--- src/host_link_status_regs.svh ---
// Register offsets, field positions, reset values and status codes of the host link status block
`ifndef HOST_LINK_STATUS_REGS_SVH
`define HOST_LINK_STATUS_REGS_SVH

// ==========================================================
// Register byte offsets
`define REG_CONFIG 4'h0
`define REG_FLAGS 4'h4
`define REG_ERR_CLEAR 4'h8
`define REG_CODE_QUERY 4'hC

// ==========================================================
// Config fields
`define CFG_RTS_MODE_LSB 0
`define CFG_RTS_MODE_MSB 1
`define CFG_DROP_DTR 2
`define CFG_XON_XOFF 3
`define CFG_REV_CHAN_EN 4
`define CFG_REV_CHAN_POL 5
`define CFG_STOP_XMIT 6
`define CFG_STOP_CODE 7
`define CFG_STOP_SEQ 8
`define CFG_NL_MARGIN 9
`define CFG_SUB_LSB 16
`define CFG_SUB_MSB 23
`define CONFIG_RESET 32'h0000_0000
`define CONFIG_MASK 32'h00FF_03FF

// ==========================================================
// Flag bit positions
`define FLG_XMIT_ERR 0
`define FLG_CODE_ERR 1
`define FLG_SEQ_ERR 2
`define FLG_OVERFLOW 3
`define FLG_MARGIN 4
`define FLG_TAB_LOAD 5
`define FLG_VFI_LOAD 6
`define FLG_STOP 8
`define FLG_ERR_STOP 9
`define FLG_DTR 10
`define FLG_REV_CHAN 11
`define FLG_CTS_WAIT 12

// ==========================================================
// Status codes
`define CODE_RTS_WAIT 8'h57
`define CODE_RTS_NOWAIT 8'h58
`define CODE_RTS_ON_WAIT 8'h59
`define CODE_RTS_ON_NOWAIT 8'h5A
`define CODE_DROP_DTR 8'h5D
`define CODE_XON_XOFF 8'h5E
`define CODE_REV_FULL 8'h5F
`define CODE_REV_EMPTY 8'h60
`define CODE_XMIT_ERR 8'h62
`define CODE_CODE_ERR 8'h63
`define CODE_SEQ_ERR 8'h64
`define CODE_OVERFLOW 8'h65
`define CODE_MARGIN 8'h66
`define CODE_TAB_LOAD 8'h67
`define CODE_VFI_LOAD 8'h68
`define CODE_DTR 8'h69
`define CODE_STOP 8'h6A
`define CODE_ERR_STOP 8'h6B

// ==========================================================
// Flow characters
`define CHAR_XON 8'h11
`define CHAR_XOFF 8'h13

`endif

--- src/host_link_status_pkg.sv ---
// Types for the host link status block
package host_link_status_pkg;
   typedef enum logic [1:0] {
      RTS_WAIT = 2'h0,
      RTS_NOWAIT = 2'h1,
      RTS_ON_WAIT = 2'h2,
      RTS_ON_NOWAIT = 2'h3
   } rts_mode_t;

   typedef enum logic [2:0] {
      ST_RUN = 3'b001,
      ST_STOP = 3'b010,
      ST_ERR_STOP = 3'b100
   } run_state_t;
endpackage : host_link_status_pkg

--- src/host_link_status.sv ---
// Host serial link handshake, error flagging and status code reporting
//
// Behaviour
// - RTS asserted, send waits for CTS
// - Other RTS modes, each own code
// - Drop DTR while operator stop, if enabled
// - XON/XOFF pacing, reported; host must obey
// - Reverse line on when buffer almost full
// - Alternate polarity: on when almost empty
// - Selected link errors halt, flag, allow clear
// - Overflow flagged, later data discarded
// - Margin overrun flagged when wrap disabled
// - Wrap enabled: next line, no error
// - Terminal ready code while DTR on
// - Stop code until printing resumes
// - Error stop code with specific error
// - Invalid code with stop option halts
// - Substitute option replaces code, continues
`timescale 1ns/100ps
`include "host_link_status_regs.svh"

module host_link_status #(
   parameter int BUF_DEPTH = 2048,
   parameter int ALMOST_FULL = 1792,
   parameter int ALMOST_EMPTY = 256
) (
   input wire logic clk_sys_in,
   input wire logic rst_n_in,
   input wire logic clk_en_in,
   // Avalon-MM slave
   input wire logic [3:0] avs_address_in,
   input wire logic avs_read_in,
   input wire logic avs_write_in,
   input wire logic [31:0] avs_writedata_in,
   input wire logic [3:0] avs_byteenable_in,
   output logic [31:0] avs_readdata_out,
   output logic avs_waitrequest_out,
   // Modem pins
   input wire logic cts_in,
   output logic rts_out,
   output logic dtr_out,
   output logic rev_chan_out,
   // Transmitter side
   input wire logic tx_req_in,
   output logic tx_allow_out,
   output logic flow_char_valid_out,
   output logic [7:0] flow_char_out,
   input wire logic flow_char_ack_in,
   // Receive stream
   input wire logic rx_valid_in,
   input wire logic [7:0] rx_data_in,
   input wire logic rx_invalid_code_in,
   input wire logic rx_invalid_seq_in,
   input wire logic rx_xmit_err_in,
   input wire logic [$clog2(BUF_DEPTH+1)-1:0] buf_level_in,
   output logic wr_valid_out,
   output logic [7:0] wr_data_out,
   // Line formatting events
   input wire logic margin_over_in,
   output logic new_line_out,
   input wire logic tab_load_bad_in,
   input wire logic vfi_load_bad_in,
   // Operator panel
   input wire logic start_stop_btn_in,
   input wire logic buf_clear_btn_in,
   output logic buf_clear_en_out,
   output logic buf_clear_out,
   output logic printing_out,
   output host_link_status_pkg::run_state_t run_state_out
);
   import host_link_status_pkg::*;

   localparam int LW = $clog2(BUF_DEPTH + 1);

   logic [31:0] config_q;
   logic [12:0] err_flags;
   run_state_t state;
   logic [2:0] cts_sync;
   logic [2:0] btn_sync;
   logic [2:0] clr_sync;
   logic cts_level;
   logic btn_level;
   logic clr_level;
   logic btn_prev;
   logic clr_prev;
   logic xoff_sent;
   logic overflowed;
   logic [7:0] query_code;
   logic wr_acc;
   logic rd_acc;
   logic any_err;
   logic halt_err;
   logic clear_req;
   logic [12:0] set_err;
   logic [12:0] flags_view;
   rts_mode_t rts_mode;

   function automatic logic [31:0] merge_bytes(input logic [31:0] old, input logic [31:0] wd, input logic [3:0] be);
      logic [31:0] r;
      r = old;
      for (int i = 0; i < 4; i++) begin
         if (be[i]) begin
            r[i*8 +: 8] = wd[i*8 +: 8];
         end
      end
      return r;
   endfunction : merge_bytes

   // ==========================================================
   // Bus slave: one wait cycle on reads, writes take at once
   logic rd_pend;
   assign wr_acc = avs_write_in && clk_en_in;
   assign rd_acc = avs_read_in && clk_en_in && rd_pend;
   assign avs_waitrequest_out = (avs_read_in && !rd_pend) || !clk_en_in;

   always_ff @(posedge clk_sys_in or negedge rst_n_in) begin
      if (!rst_n_in) begin
         rd_pend <= 1'b0;
      end else if (clk_en_in) begin
         rd_pend <= avs_read_in && !rd_pend;
      end
   end

   always_ff @(posedge clk_sys_in or negedge rst_n_in) begin
      if (!rst_n_in) begin
         config_q <= `CONFIG_RESET;
      end else if (wr_acc && avs_address_in == `REG_CONFIG) begin
         config_q <= merge_bytes(config_q, avs_writedata_in, avs_byteenable_in) & `CONFIG_MASK;
      end
   end

   assign clear_req = wr_acc && avs_address_in == `REG_ERR_CLEAR && avs_writedata_in[0];

   always_ff @(posedge clk_sys_in or negedge rst_n_in) begin
      if (!rst_n_in) begin
         query_code <= 8'h00;
      end else if (wr_acc && avs_address_in == `REG_CODE_QUERY) begin
         query_code <= avs_writedata_in[7:0];
      end
   end

   // Code query answers 1 when the named condition is present
   function automatic logic code_active(input logic [7:0] c, input logic [31:0] cfg, input logic [12:0] f);
      logic r;
      r = 1'b0;
      case (c)
         `CODE_RTS_WAIT: r = cfg[`CFG_RTS_MODE_MSB:`CFG_RTS_MODE_LSB] == RTS_WAIT;
         `CODE_RTS_NOWAIT: r = cfg[`CFG_RTS_MODE_MSB:`CFG_RTS_MODE_LSB] == RTS_NOWAIT;
         `CODE_RTS_ON_WAIT: r = cfg[`CFG_RTS_MODE_MSB:`CFG_RTS_MODE_LSB] == RTS_ON_WAIT;
         `CODE_RTS_ON_NOWAIT: r = cfg[`CFG_RTS_MODE_MSB:`CFG_RTS_MODE_LSB] == RTS_ON_NOWAIT;
         `CODE_DROP_DTR: r = cfg[`CFG_DROP_DTR];
         `CODE_XON_XOFF: r = cfg[`CFG_XON_XOFF];
         `CODE_REV_FULL: r = cfg[`CFG_REV_CHAN_EN] && !cfg[`CFG_REV_CHAN_POL];
         `CODE_REV_EMPTY: r = cfg[`CFG_REV_CHAN_EN] && cfg[`CFG_REV_CHAN_POL];
         `CODE_XMIT_ERR: r = f[`FLG_XMIT_ERR];
         `CODE_CODE_ERR: r = f[`FLG_CODE_ERR];
         `CODE_SEQ_ERR: r = f[`FLG_SEQ_ERR];
         `CODE_OVERFLOW: r = f[`FLG_OVERFLOW];
         `CODE_MARGIN: r = f[`FLG_MARGIN];
         `CODE_TAB_LOAD: r = f[`FLG_TAB_LOAD];
         `CODE_VFI_LOAD: r = f[`FLG_VFI_LOAD];
         `CODE_DTR: r = f[`FLG_DTR];
         `CODE_STOP: r = f[`FLG_STOP];
         `CODE_ERR_STOP: r = f[`FLG_ERR_STOP];
         default: r = 1'b0;
      endcase
      return r;
   endfunction : code_active

   always_ff @(posedge clk_sys_in or negedge rst_n_in) begin
      if (!rst_n_in) begin
         avs_readdata_out <= 32'h0000_0000;
      end else if (clk_en_in && avs_read_in && !rd_pend) begin
         case (avs_address_in)
            `REG_CONFIG: avs_readdata_out <= config_q;
            `REG_FLAGS: avs_readdata_out <= {19'h0_0000, flags_view};
            `REG_CODE_QUERY: avs_readdata_out <= {23'h00_0000, code_active(query_code, config_q, flags_view),
                                                  query_code};
            default: avs_readdata_out <= 32'h0000_0000;
         endcase
      end
   end

   // ==========================================================
   // Pin synchronisers: change counts once stages two and three agree
   always_ff @(posedge clk_sys_in or negedge rst_n_in) begin
      if (!rst_n_in) begin
         cts_sync <= 3'h0;
         btn_sync <= 3'h0;
         clr_sync <= 3'h0;
         cts_level <= 1'b0;
         btn_level <= 1'b0;
         clr_level <= 1'b0;
      end else if (clk_en_in) begin
         cts_sync <= {cts_sync[1:0], cts_in};
         btn_sync <= {btn_sync[1:0], start_stop_btn_in};
         clr_sync <= {clr_sync[1:0], buf_clear_btn_in};
         if (cts_sync[1] == cts_sync[2]) begin
            cts_level <= cts_sync[2];
         end
         if (btn_sync[1] == btn_sync[2]) begin
            btn_level <= btn_sync[2];
         end
         if (clr_sync[1] == clr_sync[2]) begin
            clr_level <= clr_sync[2];
         end
      end
   end

   always_ff @(posedge clk_sys_in or negedge rst_n_in) begin
      if (!rst_n_in) begin
         btn_prev <= 1'b0;
         clr_prev <= 1'b0;
      end else if (clk_en_in) begin
         btn_prev <= btn_level;
         clr_prev <= clr_level;
      end
   end

   // ==========================================================
   // Error flags: set wins over clear
   logic margin_err;
   assign rts_mode = rts_mode_t'(config_q[`CFG_RTS_MODE_MSB:`CFG_RTS_MODE_LSB]);
   assign margin_err = margin_over_in && !config_q[`CFG_NL_MARGIN];
   assign new_line_out = margin_over_in && config_q[`CFG_NL_MARGIN];
   assign set_err = {6'h00, vfi_load_bad_in, tab_load_bad_in, margin_err,
                     rx_valid_in && buf_level_in >= LW'(BUF_DEPTH),
                     rx_valid_in && rx_invalid_seq_in,
                     rx_valid_in && rx_invalid_code_in,
                     rx_valid_in && rx_xmit_err_in};
   assign any_err = |err_flags[6:0];
   // Only stop-selected link errors halt; other errors always halt
   assign halt_err = (err_flags[`FLG_XMIT_ERR] && config_q[`CFG_STOP_XMIT])
                  || (err_flags[`FLG_CODE_ERR] && config_q[`CFG_STOP_CODE])
                  || (err_flags[`FLG_SEQ_ERR] && config_q[`CFG_STOP_SEQ])
                  || (|err_flags[6:3]);

   always_ff @(posedge clk_sys_in or negedge rst_n_in) begin
      if (!rst_n_in) begin
         err_flags <= 13'h0000;
      end else if (clk_en_in) begin
         err_flags <= (clear_req || (buf_clear_out) ? 13'h0000 : err_flags) | set_err;
      end
   end

   // Overflow discard lasts until the buffer is cleared or the error clear register is written
   always_ff @(posedge clk_sys_in or negedge rst_n_in) begin
      if (!rst_n_in) begin
         overflowed <= 1'b0;
      end else if (clk_en_in) begin
         if (set_err[`FLG_OVERFLOW]) begin
            overflowed <= 1'b1;
         end else if (buf_clear_out || clear_req) begin
            overflowed <= 1'b0;
         end
      end
   end

   // ==========================================================
   // Run state
   always_ff @(posedge clk_sys_in or negedge rst_n_in) begin
      if (!rst_n_in) begin
         state <= ST_RUN;
      end else if (clk_en_in) begin
         case (state)
            ST_RUN: begin
               if (halt_err) begin
                  state <= ST_ERR_STOP;
               end else if (btn_level && !btn_prev) begin
                  state <= ST_STOP;
               end
            end
            ST_STOP: begin
               if (halt_err) begin
                  state <= ST_ERR_STOP;
               end else if (btn_level && !btn_prev) begin
                  state <= ST_RUN;
               end
            end
            ST_ERR_STOP: begin
               if (!halt_err && !any_err) begin
                  state <= ST_STOP;
               end
            end
            default: state <= ST_RUN;
         endcase
      end
   end

   assign run_state_out = state;
   assign printing_out = state == ST_RUN;
   assign buf_clear_en_out = state != ST_RUN;
   assign buf_clear_out = buf_clear_en_out && clr_level && !clr_prev && clk_en_in;

   // ==========================================================
   // Modem lines
   always_ff @(posedge clk_sys_in or negedge rst_n_in) begin
      if (!rst_n_in) begin
         rts_out <= 1'b0;
         dtr_out <= 1'b0;
         rev_chan_out <= 1'b0;
      end else if (clk_en_in) begin
         rts_out <= rts_mode inside {RTS_ON_WAIT, RTS_ON_NOWAIT} || tx_req_in;
         dtr_out <= !(config_q[`CFG_DROP_DTR] && state != ST_RUN);
         if (!config_q[`CFG_REV_CHAN_EN]) begin
            rev_chan_out <= 1'b0;
         end else if (!config_q[`CFG_REV_CHAN_POL]) begin
            rev_chan_out <= buf_level_in >= LW'(ALMOST_FULL);
         end else begin
            rev_chan_out <= buf_level_in <= LW'(ALMOST_EMPTY);
         end
      end
   end

   assign tx_allow_out = tx_req_in && rts_out
                      && (cts_level || rts_mode inside {RTS_NOWAIT, RTS_ON_NOWAIT});

   assign flags_view = {!cts_level && rts_mode inside {RTS_WAIT, RTS_ON_WAIT},
                        rev_chan_out, dtr_out,
                        state == ST_ERR_STOP, state == ST_STOP,
                        1'b0, err_flags[6:0]};

   // ==========================================================
   // XON/XOFF pacing with hysteresis on buffer level
   always_ff @(posedge clk_sys_in or negedge rst_n_in) begin
      if (!rst_n_in) begin
         xoff_sent <= 1'b0;
         flow_char_valid_out <= 1'b0;
         flow_char_out <= 8'h00;
      end else if (clk_en_in) begin
         if (flow_char_valid_out) begin
            if (flow_char_ack_in) begin
               flow_char_valid_out <= 1'b0;
            end
         end else if (config_q[`CFG_XON_XOFF]) begin
            if (!xoff_sent && buf_level_in >= LW'(ALMOST_FULL)) begin
               flow_char_out <= `CHAR_XOFF;
               flow_char_valid_out <= 1'b1;
               xoff_sent <= 1'b1;
            end else if (xoff_sent && buf_level_in <= LW'(ALMOST_EMPTY)) begin
               flow_char_out <= `CHAR_XON;
               flow_char_valid_out <= 1'b1;
               xoff_sent <= 1'b0;
            end
         end else begin
            xoff_sent <= 1'b0;
         end
      end
   end

   // ==========================================================
   // Received data to buffer, with substitution and discard
   always_ff @(posedge clk_sys_in or negedge rst_n_in) begin
      if (!rst_n_in) begin
         wr_valid_out <= 1'b0;
         wr_data_out <= 8'h00;
      end else if (clk_en_in) begin
         wr_valid_out <= rx_valid_in && !overflowed && !set_err[`FLG_OVERFLOW];
         if (rx_valid_in && rx_invalid_code_in && !config_q[`CFG_STOP_CODE]) begin
            wr_data_out <= config_q[`CFG_SUB_MSB:`CFG_SUB_LSB];
         end else if (rx_valid_in) begin
            wr_data_out <= rx_data_in;
         end
      end
   end
endmodule : host_link_status

--- config.mk ---
export PLATFORM = sky130hd
export DESIGN_NAME = host_link_status
export DESIGN_NICKNAME = d
export VERILOG_FILES = /design/src/host_link_status_pkg.sv /design/src/host_link_status.sv
export VERILOG_INCLUDE_DIRS = /design/src
export SDC_FILE = /design/constraint.sdc
export NUM_CORES = 1
export LEC_CHECK = 0
export ABC_AREA = 0
export BUFFER_PORTS_ARGS = -buffer_cell sky130_fd_sc_hd__buf_2
export CORE_UTILIZATION = 46
export CTS_CLUSTER_DIAMETER = 200
export DETAILED_ROUTE_END_ITERATION = 8
export PLACE_DENSITY = 0.72
export SYNTH_ARGS = -nofsm -noshare
export SYNTH_HDL_FRONTEND = slang
export SYNTH_SLANG_ARGS = --single-unit
--- constraint.sdc ---
create_clock -name clk_sys_in -period 1.65 [get_ports clk_sys_in]
set_input_delay 0.0825 -clock clk_sys_in [delete_from_list [all_inputs] [get_ports clk_sys_in]]
set_output_delay 0.0825 -clock clk_sys_in [all_outputs]
set_load 0.005 [all_outputs]
==> results of run 1 <==
[layout by cell type (no fill, tap or decap), types with 9 or more instances in the layout]
cell type,Yosys,layout
conb_1,1,16
dfrtp_1,88,84
dlygate4sd3_1,0,31
mux2i_1,19,19
nor2_1,22,22
buf_4,17,45
inv_1,11,11
nand2_1,41,41
mux2_2,36,36
o21ai_0,30,28
buf_2,6,106
clkbuf_8,0,9
a22o_1,25,25
a21oi_1,14,14
[final timing paths]
kind | from | to | slack, ns | cells past startpoint
worst max-delay path | err_flags[0] | run_state_out[0] | -0.0007 | 5
worst min-delay path | rx_data_in[3] | wr_data_out[3] | 0.01 | 3
worst max register to register | err_flags[0] | run_state_out[0] | -0.0007 | 5
worst min register to register | avs_readdata_out[12] | avs_readdata_out[12] | 0.49 | 2
max in group asynchronous | rst_n_in | query_code[1] | 0.82 | 3
min in group asynchronous | rst_n_in | btn_sync[1] | 0.20 | 2
[registers in the layout, summed over array words and instances (netlist names), 2 cells and up]
signal and flops:
query_code 8, btn_sync 3, config_q 18, cts_sync 3, wr_data_out 8, flow_char_out 2, avs_readdata_out 21, run_state_out 3
err_flags 7, clr_sync 3
[worst max-delay path, cell delays in order (launching register included)]
cell      delay, ns
dfrtp_1        0.39
a222oi_1       0.38
nand2_1        0.18
o31ai_4        0.31
mux2i_1        0.11
a211oi_1       0.18
[logic make-up (layout without fill, tap and decap cells)]
kind of cell | Yosys count | in the layout | share of synthesized area, %
mux | 55 | 55 | 13.9
flops | 89 | 89 | 51.9
buf+inv | 47 | 211 | 5.80
other cells | 1 | 16 | 0.0874
xor+xnor | 2 | 2 | 0.408
compound gates | 99 | 99 | 16.7
simple gates | 99 | 99 | 11.2
[per-layer routing]
| metal | track usage [%] | part of all wire [%] |
|---|---|---|
| met5 | 0 | 0 |
| met4 | 8.96 | 2.3 |
| met3 | 6.31 | 5.2 |
| met2 | 40.7 | 49 |
| met1 | 31.2 | 44 |
[stage by stage]
step	TNS, ns	power (mW)	instance area [um^2]
after CTS	0	5.82	5670
after floorplan	0	3.61	4350
after global routing	-0.102	6.16	5730
after global placement	0	4.22	5150
after detailed placement	-0.0153	4.27	5150
final	-0.000711	5.84	5730
[timing repair]
item,CTS,global route
hold buffers,31,0
gates resized for setup,2,10
pin swaps,4,4
hold endpoints to repair,74,0
setup endpoints to repair,2,12
buffers inserted,1,3
[final cells by class]
cell class	instances	area [um^2]
clock inverters	7	67.6
flip-flops and latches	89	2230
clock buffers	9	124
inverters	11	41.3
repair buffers	184	1220
well taps	108	135
multi-input cells	271	1910
fillers	718	3160
[synth_stat cells, types with 4 or more instances]
cell type / instances / area share [%]
inv_1: 11 / 0.96
dfrtp_1: 88 / 51
nor2_1: 22 / 1.9
a22o_1: 25 / 5.1
buf_4: 17 / 3.0
mux2_2: 36 / 9.4
nor4_1: 6 / 0.87
clkbuf_1: 10 / 0.87
mux2i_1: 19 / 4.4
o21ai_0: 30 / 3.5
nand2_1: 41 / 3.6
nor3_1: 4 / 0.47
a21oi_1: 14 / 1.6
nor2b_1: 6 / 0.87
buf_2: 6 / 0.70
[power by group through the flow]
stage	clock network [mW]	registers, mW	logic [mW]
detailed placement	0	2.86	1.40
finish	1.48	2.84	1.52
floorplan	0	2.81	0.801
global route	1.60	2.89	1.68
CTS	1.53	2.82	1.47
global placement	0	2.85	1.37
==> flow_summary.ini, run 1 <==
[route]
routed_wl_um = 11400
wl_per_cell_um = 16.7
ant_nets = 0
drtIter0Drc = 182
vias = 3680
avgViaCountPerCell = 5.42
drtPass1Iterations = 4
drcViolationCount = 0

[logic_synthesis]
async_flop_share_pct = 100
yosys_warnings = 0
ys_seq_elements = 89
syn_area_um2 = 4290
synth_cell_types = 54
synth_edf_count = 0
synthFlopType = dfrtp_1
syn_inst = 392
ys_seq_area_share_pct = 51.9
avgSynthCellArea_um2 = 11.0

[floorplan]
core_area_um2 = 8890
initial_utilization_pct = 48.3
io_pins = 139
fp.dieW_um = 98.6
die_h_um = 98.6
die_area_um2 = 9720
rows = 34

[cts]
clk_path_buf_depth = 2
cts.htree.levels = 3
clk_pin_slew_ns = 0.10
cts_tree = yes
clkLatencyLatePin_ns = 0.37
numCtsBuffers = 9
cts-root-buf = clkbuf_8
cts_sinks = 89

[power]
vdd_drop_max_mv = 0.575
power.internal_mw = 3.95
pwr-share-comb_pct = 26.1
switching_power_mw = 1.89
power_frac_seq_pct = 48.6
power_switching_share_pct = 32.3
static-leakage-power_nw = 2.85
p_per_area_nw_per_um2 = 1020
p_clk_share_pct = 25.4

[layout]
areaGrowthSynthToFinish_pct = 33.6
fin_util_pct = 64.5
fin_cells = 679
nets = 643
drive_gt1_share_pct = 39.2
antenna_cells = 0

[sta]
grt_setup_unrepaired = yes
fin_crit_ns = 1.65
fin_crit_sh_pct = 100
drv_slew = 0
final_hold_viol_count = 0
fmax_mhz = 606
holdWs_ns = 0.00983
fin_skew_ns = 0.00821
finalSetupViolations = 1
setup_ws_ns = -0.000711

[worst_hold_path]
hold_path.class = in2reg

[critical_path]
cp.arrival_ns = 1.94
start_kind = flop
end_kind = flop
critical_path_class = reg2reg
cp.required_ns = 1.94
cp_max_fo = 3

[global_routing]
grt_pass1_wl_um = 18400
grt_pass1_vias = 3671
grt_max_degree = 39
grt.total_usage_pct = 24.5
antenna_found_initial = 0
grt_remaining_overflow = 0

[placement]
routabilityCongestion = 0.875
dp_hpwl_um = 8210
port_buffers = 107
dp_slack_ns = -0.0153
dp.cells = 628

[status]
violations = setup timing
outcome = complete, but fails checks

[run]
drv_cap = 0
Note: power is estimated with default switching activity, not from simulation.
==> inputs of run 2 (changes only) <==
--- a/config.mk
+++ b/config.mk
@@ -7,11 +7,12 @@
 export NUM_CORES = 1
 export LEC_CHECK = 0
 export ABC_AREA = 0
-export BUFFER_PORTS_ARGS = -buffer_cell sky130_fd_sc_hd__buf_2
-export CORE_UTILIZATION = 46
+export CORE_UTILIZATION = 57
 export CTS_CLUSTER_DIAMETER = 200
 export DETAILED_ROUTE_END_ITERATION = 8
-export PLACE_DENSITY = 0.72
+export DONT_BUFFER_PORTS = 1
+export PLACE_DENSITY = 0.71
 export SYNTH_ARGS = -nofsm -noshare
 export SYNTH_HDL_FRONTEND = slang
 export SYNTH_SLANG_ARGS = --single-unit
+export TNS_END_PERCENT = 5
==> run 2 against run 1 <==
Effect of this change:
- the flow finishes with violations (hold timing, setup timing)
- cell count shrank 15%
- setup slack worse by 0.015 ns
- utilization increased by 8.7 points
- combinational power shrank 14%
- largest cell class unchanged
- largest power group unchanged
- clock power up 16%
- global-route usage increased by 5.5 points
- fmax decreased by 0.91%
- routed wire length fell by 0.27%
- hold slack worse by 0.61 ns
- critical path depth stayed put
- highest routed layer unchanged
- via count shrank 7.9%
- register-to-register slack worse by 0.02 ns
==> flow_summary.ini, run 2 (same netlist as run 1, synthesis figures left out) <==
[cts]
numCtsBuffers = 9
clk_pin_slew_ns = 0.09
cts.htree.levels = 3
cts-root-buf = clkbuf_8
cts_sinks = 89
cts_tree = yes
clk_path_buf_depth = 2
clkLatencyLatePin_ns = 0.37
cts_hold_buf = 46

[placement]
dp_slack_ns = -0.0508
routabilityCongestion = 0.885
dp_hpwl_um = 7380
port_buffers = 0

[layout]
fillCellCount = 527
reg_top3 = avs_readdata_out (21), config_q (18)
largest_reg_flops = 21
most-common-layout-cells = dfrtp_1 (86), dlygate4sd3_1 (45), buf_4 (43), nand2_1 (41), mux2_2 (36)
final_common_cell = dfrtp_1
regMostFlops = avs_readdata_out
antenna_cells = 0
nets = 548
areaGrowthSynthToFinish_pct = 23.7
fin_util_pct = 73.2
drive_gt1_share_pct = 24.2

[sta]
grt_setup_unrepaired = yes
fin_crit_ns = 1.67
fin_crit_sh_pct = 101
drv_slew = 0
holdWs_ns = -0.602
fmax_mhz = 600
finalSetupViolations = 1
fin_skew_ns = 0.0108
final_hold_viol_count = 89
setup_ws_ns = -0.0158

[worst_hold_path]
hold_path.class = in2async

[route]
routed_wl_um = 11300
wl_per_cell_um = 19.7
drcViolationCount = 0
drtIter0Drc = 227
avgViaCountPerCell = 5.90
ant_nets = 0
vias = 3390
drtPass1Iterations = 4

[critical_path]
end_kind = flop
critical_path_class = reg2reg
rr_worst_depth = 5
cp.required_ns = 1.94
cp.arrival_ns = 1.96
reg2reg_to = run_state_out[0]
cp_max_fo = 3
reg2reg_slack_ns = -0.02
reg2reg_from = config_q[6]
start_kind = flop

[floorplan]
die_h_um = 88.8
io_pins = 139
die_area_um2 = 7880
core_area_um2 = 7250
rows = 31
fp.dieW_um = 88.8
initial_utilization_pct = 59.2

[power]
vdd_drop_max_mv = 0.690
static-leakage-power_nw = 2.46
p_per_area_nw_per_um2 = 1100

[global_routing]
grt_pass1_vias = 3374
grt_pass1_wl_um = 17100
grt.total_usage_pct = 30.1
grt_max_degree = 90
grt_remaining_overflow = 0
antenna_found_initial = 0

[status]
violations = hold timing, setup timing
outcome = complete, but fails checks

[run]
drv_cap = 0
[run 2: repair_timing]
item	4_1_cts	5_1_grt
setup endpoints to repair	2	3
setup buffers	1	1
endpoints found under the hold margin	161	89
pin swaps	5	4
gates resized for setup	1	7
[run 2: power breakdown]
part	internal [mW]	leakage, nW	switching (mW)
sequential	2.53	1.12	0.322
clock	0.900	0.113	0.811
combinational	0.728	1.23	0.572
total	4.16	2.46	1.70
[run 2: worst max-delay path by stage]
stage	from	end	slack (ns)
final	config_q[6]	run_state_out[0]	-0.02
after CTS	query_code[5]	avs_readdata_out[8]	-0.003
after floorplan	run_state_out[0]	run_state_out[0]	0.04
after global routing	config_q[6]	run_state_out[0]	-0.09
after global placement	query_code[5]	avs_readdata_out[8]	0.002
after detailed placement	query_code[5]	avs_readdata_out[8]	-0.05
[run 2: stage by stage]
stage                     cell area, um^2  hold WS (ns)  total power, mW  instances  TNS (ns)
after global routing                 5310        -0.620             6.14        575    -0.179
after global placement               4570        -0.211             3.97        511         0
after CTS                            5280        -0.614             5.84        574  -0.00261
after detailed placement             4570        -0.211             4.02        511   -0.0713
final                                5310        -0.602             5.86        575   -0.0158
after floorplan                      4350        -0.213             3.61        407         0
[run 2: cell type report]
cell class / count / area [um^2] / share of cell area, %
clock buffers: 10 / 138 / 2.59
clock inverters: 6 / 90.1 / 1.70
inverters: 11 / 41.3 / 0.777
multi-input cells: 271 / 1890 / 35.7
flip-flops and latches: 89 / 2230 / 42.0
well taps: 99 / 124 / 2.33
repair buffers: 89 / 793 / 14.9
[run 2: critical path, cell delays in order, from the launching register on]
cell      delay (ns)
dfrtp_1         0.40
a222oi_1        0.37
nand2_1         0.18
o31ai_4         0.30
mux2i_1         0.28
a211oi_2        0.06
[run 2: routing by layer]
| metal | track usage, % | part of all wire (%) | vias to the layer above |
|---|---|---|---|
| met1 | 36.5 | 39 | 1677 |
| met3 | 9.70 | 8.7 | 30 |
| met5 | 0 | 0 | - |
| met4 | 15.1 | 2.9 | 0 |
| li1 | - | - | 1550 |
| met2 | 48.4 | 49 | 133 |
==> inputs of run 3 (changes only) <==
--- a/config.mk
+++ b/config.mk
@@ -7,11 +7,11 @@
 export NUM_CORES = 1
 export LEC_CHECK = 0
 export ABC_AREA = 0
-export CORE_UTILIZATION = 57
+export CORE_UTILIZATION = 63
 export CTS_CLUSTER_DIAMETER = 200
 export DETAILED_ROUTE_END_ITERATION = 8
 export DONT_BUFFER_PORTS = 1
-export PLACE_DENSITY = 0.71
+export PLACE_DENSITY = 0.75
 export SYNTH_ARGS = -nofsm -noshare
 export SYNTH_HDL_FRONTEND = slang
 export SYNTH_SLANG_ARGS = --single-unit
==> constraint.sdc (replaced) <==
create_clock -name clk_sys_in -period 1.7 [get_ports clk_sys_in]
set_input_delay 0.085 -clock clk_sys_in [delete_from_list [all_inputs] [get_ports clk_sys_in]]
set_output_delay 0.085 -clock clk_sys_in [all_outputs]
set_load 0.005 [all_outputs]
==> run 3 against run 2 <==
Effect of this change:
- the run ends with DRC, hold timing, setup timing left
- via count increased by 0.18%
- final area decreased by 3.1%
- utilization increased by 6.4 points
- hold slack improved by 0.021 ns
- combinational power decreased by 10%
- die area decreased by 9.3%
- largest cell class unchanged
- largest power group unchanged
==> flow_summary.ini, run 3 (same netlist as run 1, synthesis figures left out) <==
[critical_path]
cp.required_ns = 2.00
cp.arrival_ns = 2.00
start_kind = flop
critical_path_class = reg2reg
rr_worst_depth = 5
cp_max_fo = 3
end_kind = flop

[cts]
cts-root-buf = clkbuf_8
clkLatencyLatePin_ns = 0.35
cts.htree.levels = 3
numCtsBuffers = 9
cts_hold_buf = 43
cts_sinks = 89
clk_pin_slew_ns = 0.09
clk_path_buf_depth = 2
cts_tree = yes

[power]
switching_power_mw = 1.62
p_clk_share_pct = 28.9
p_per_area_nw_per_um2 = 1090
power.internal_mw = 3.98
pwr-share-comb_pct = 20.9
power_mw = 5.60
vdd_drop_max_mv = 0.768
power_switching_share_pct = 29.0
static-leakage-power_nw = 2.38
power_frac_seq_pct = 50.2

[layout]
reg_top3 = avs_readdata_out (21), config_q (18)
design_area_um2 = 5140
most-common-layout-cells = dfrtp_1 (85), dlygate4sd3_1 (42), nand2_1 (41), mux2_2 (36), buf_4 (30)
regMostFlops = avs_readdata_out
largest_reg_flops = 21
fillCellCount = 387
nets = 532
antenna_cells = 0
seq_area_um2 = 2230
drive_gt1_share_pct = 21.3
multi_input_area_um2 = 1900
areaGrowthSynthToFinish_pct = 19.8
final_common_cell = dfrtp_1

[placement]
dp_hpwl_um = 7000
dp_slack_ns = -0.0654
port_buffers = 0
place_area_um2 = 4460
routabilityCongestion = 0.924

[route]
routed_wl_um = 11100
avgViaCountPerCell = 6.32
drtIter0Drc = 267
vias = 3396
drcViolationCount = 11
wl_per_cell_um = 20.6
ant_nets = 0
drtPass1Iterations = 7

[global_routing]
grt_max_degree = 90
grt.total_usage_pct = 32.7
antenna_found_initial = 0
grt_pass1_vias = 3532
grt_remaining_overflow = 0
grt_pass1_wl_um = 17800

[floorplan]
initial_utilization_pct = 66.5
core_area_um2 = 6460
fp.dieW_um = 84.5
io_pins = 139
die_area_um2 = 7150
rows = 29
die_h_um = 84.5

[sta]
finalSetupViolations = 1
fin_skew_ns = 0.00649
grt_setup_unrepaired = yes
maxSlewHeadroom_pct = 28.7
holdWs_ns = -0.581
fin_crit_sh_pct = 100
fin_crit_ns = 1.71
worstMarginPinSlew_ns = 1.07
drv_slew = 0
final_hold_viol_count = 89
setup_ws_ns = -0.00821
fmax_mhz = 585

[run]
drv_cap = 0

[status]
violations = DRC, hold timing, setup timing
outcome = complete, but fails checks

[worst_hold_path]
hold_path.class = in2async
==> run 3: metrics by stage <==
stage           TNS, ns  hold slack (ns)  util, %  std cells
2_1_floorplan         0           -0.211        -        407
3_3_place_gp          0           -0.209     69.0        477
3_5_place_dp    -0.0654           -0.209     69.0        477
4_1_cts               0           -0.589     79.2        536
5_1_grt          -0.113           -0.601     79.7        537
6_report       -0.00821           -0.581     79.7        537
==> run 3: worst paths after layout <==
| check | from | endpoint | slack, ns |
|---|---|---|---|
| setup / recovery | config_q[6] | run_state_out[1] | -0.008 |
| max in group asynchronous | rst_n_in | run_state_out[0] | 2.10 |
| min in group clk_sys_in | clk_en_in | run_state_out[2] | 0.02 |
| hold reg to reg | cts_sync[0] | cts_sync[0] | 0.51 |
| setup reg to reg | config_q[6] | run_state_out[1] | -0.008 |
| hold / removal | rst_n_in | flow_char_out[0] | -0.58 |
==> run 3: final cells by class <==
cell class,instances,area share (%)
multi-input cells,271,36.8
flip-flops and latches,89,43.4
clock buffers,12,2.82
inverters,11,0.803
well taps,77,1.87
repair buffers,73,12.8
clock inverters,4,1.48
==> run 3: per-layer routing <==
metal / track usage, % / part of all wire (%) / vias to the layer above
met2: 54.9 / 51 / 162
met5: 0 / 0 / -
met4: 12.9 / 1.8 / 0
met1: 41.0 / 41 / 1704
li1: - / - / 1511
met3: 7.96 / 6.5 / 19
==> run 3: worst max-delay path, stage by stage (launching register included) <==
cell and delay, ns:
dfrtp_1 0.41, a222oi_1 0.35, nand2_1 0.17, buf_4 0.18, nor4_1 0.39, a21o_2 0.15
==> run 3: repair_timing <==
| item | 4_1_cts | 5_1_grt |
|---|---|---|
| pin swaps | 0 | 4 |
| setup buffers | 0 | 1 |
| gates resized for setup | 3 | 6 |
| endpoints found under the hold margin | 158 | 89 |
| endpoints found under the setup margin | 2 | 10 |
==> run 3: power by group through the flow <==
stage               logic (mW)  registers [mW]  clock network (mW)
detailed placement        1.01            2.82                   0
floorplan                0.777            2.72                   0
global route              1.28            2.85                1.73
finish                    1.17            2.81                1.62
global placement         0.978            2.81                   0
CTS                       1.13            2.79                1.62
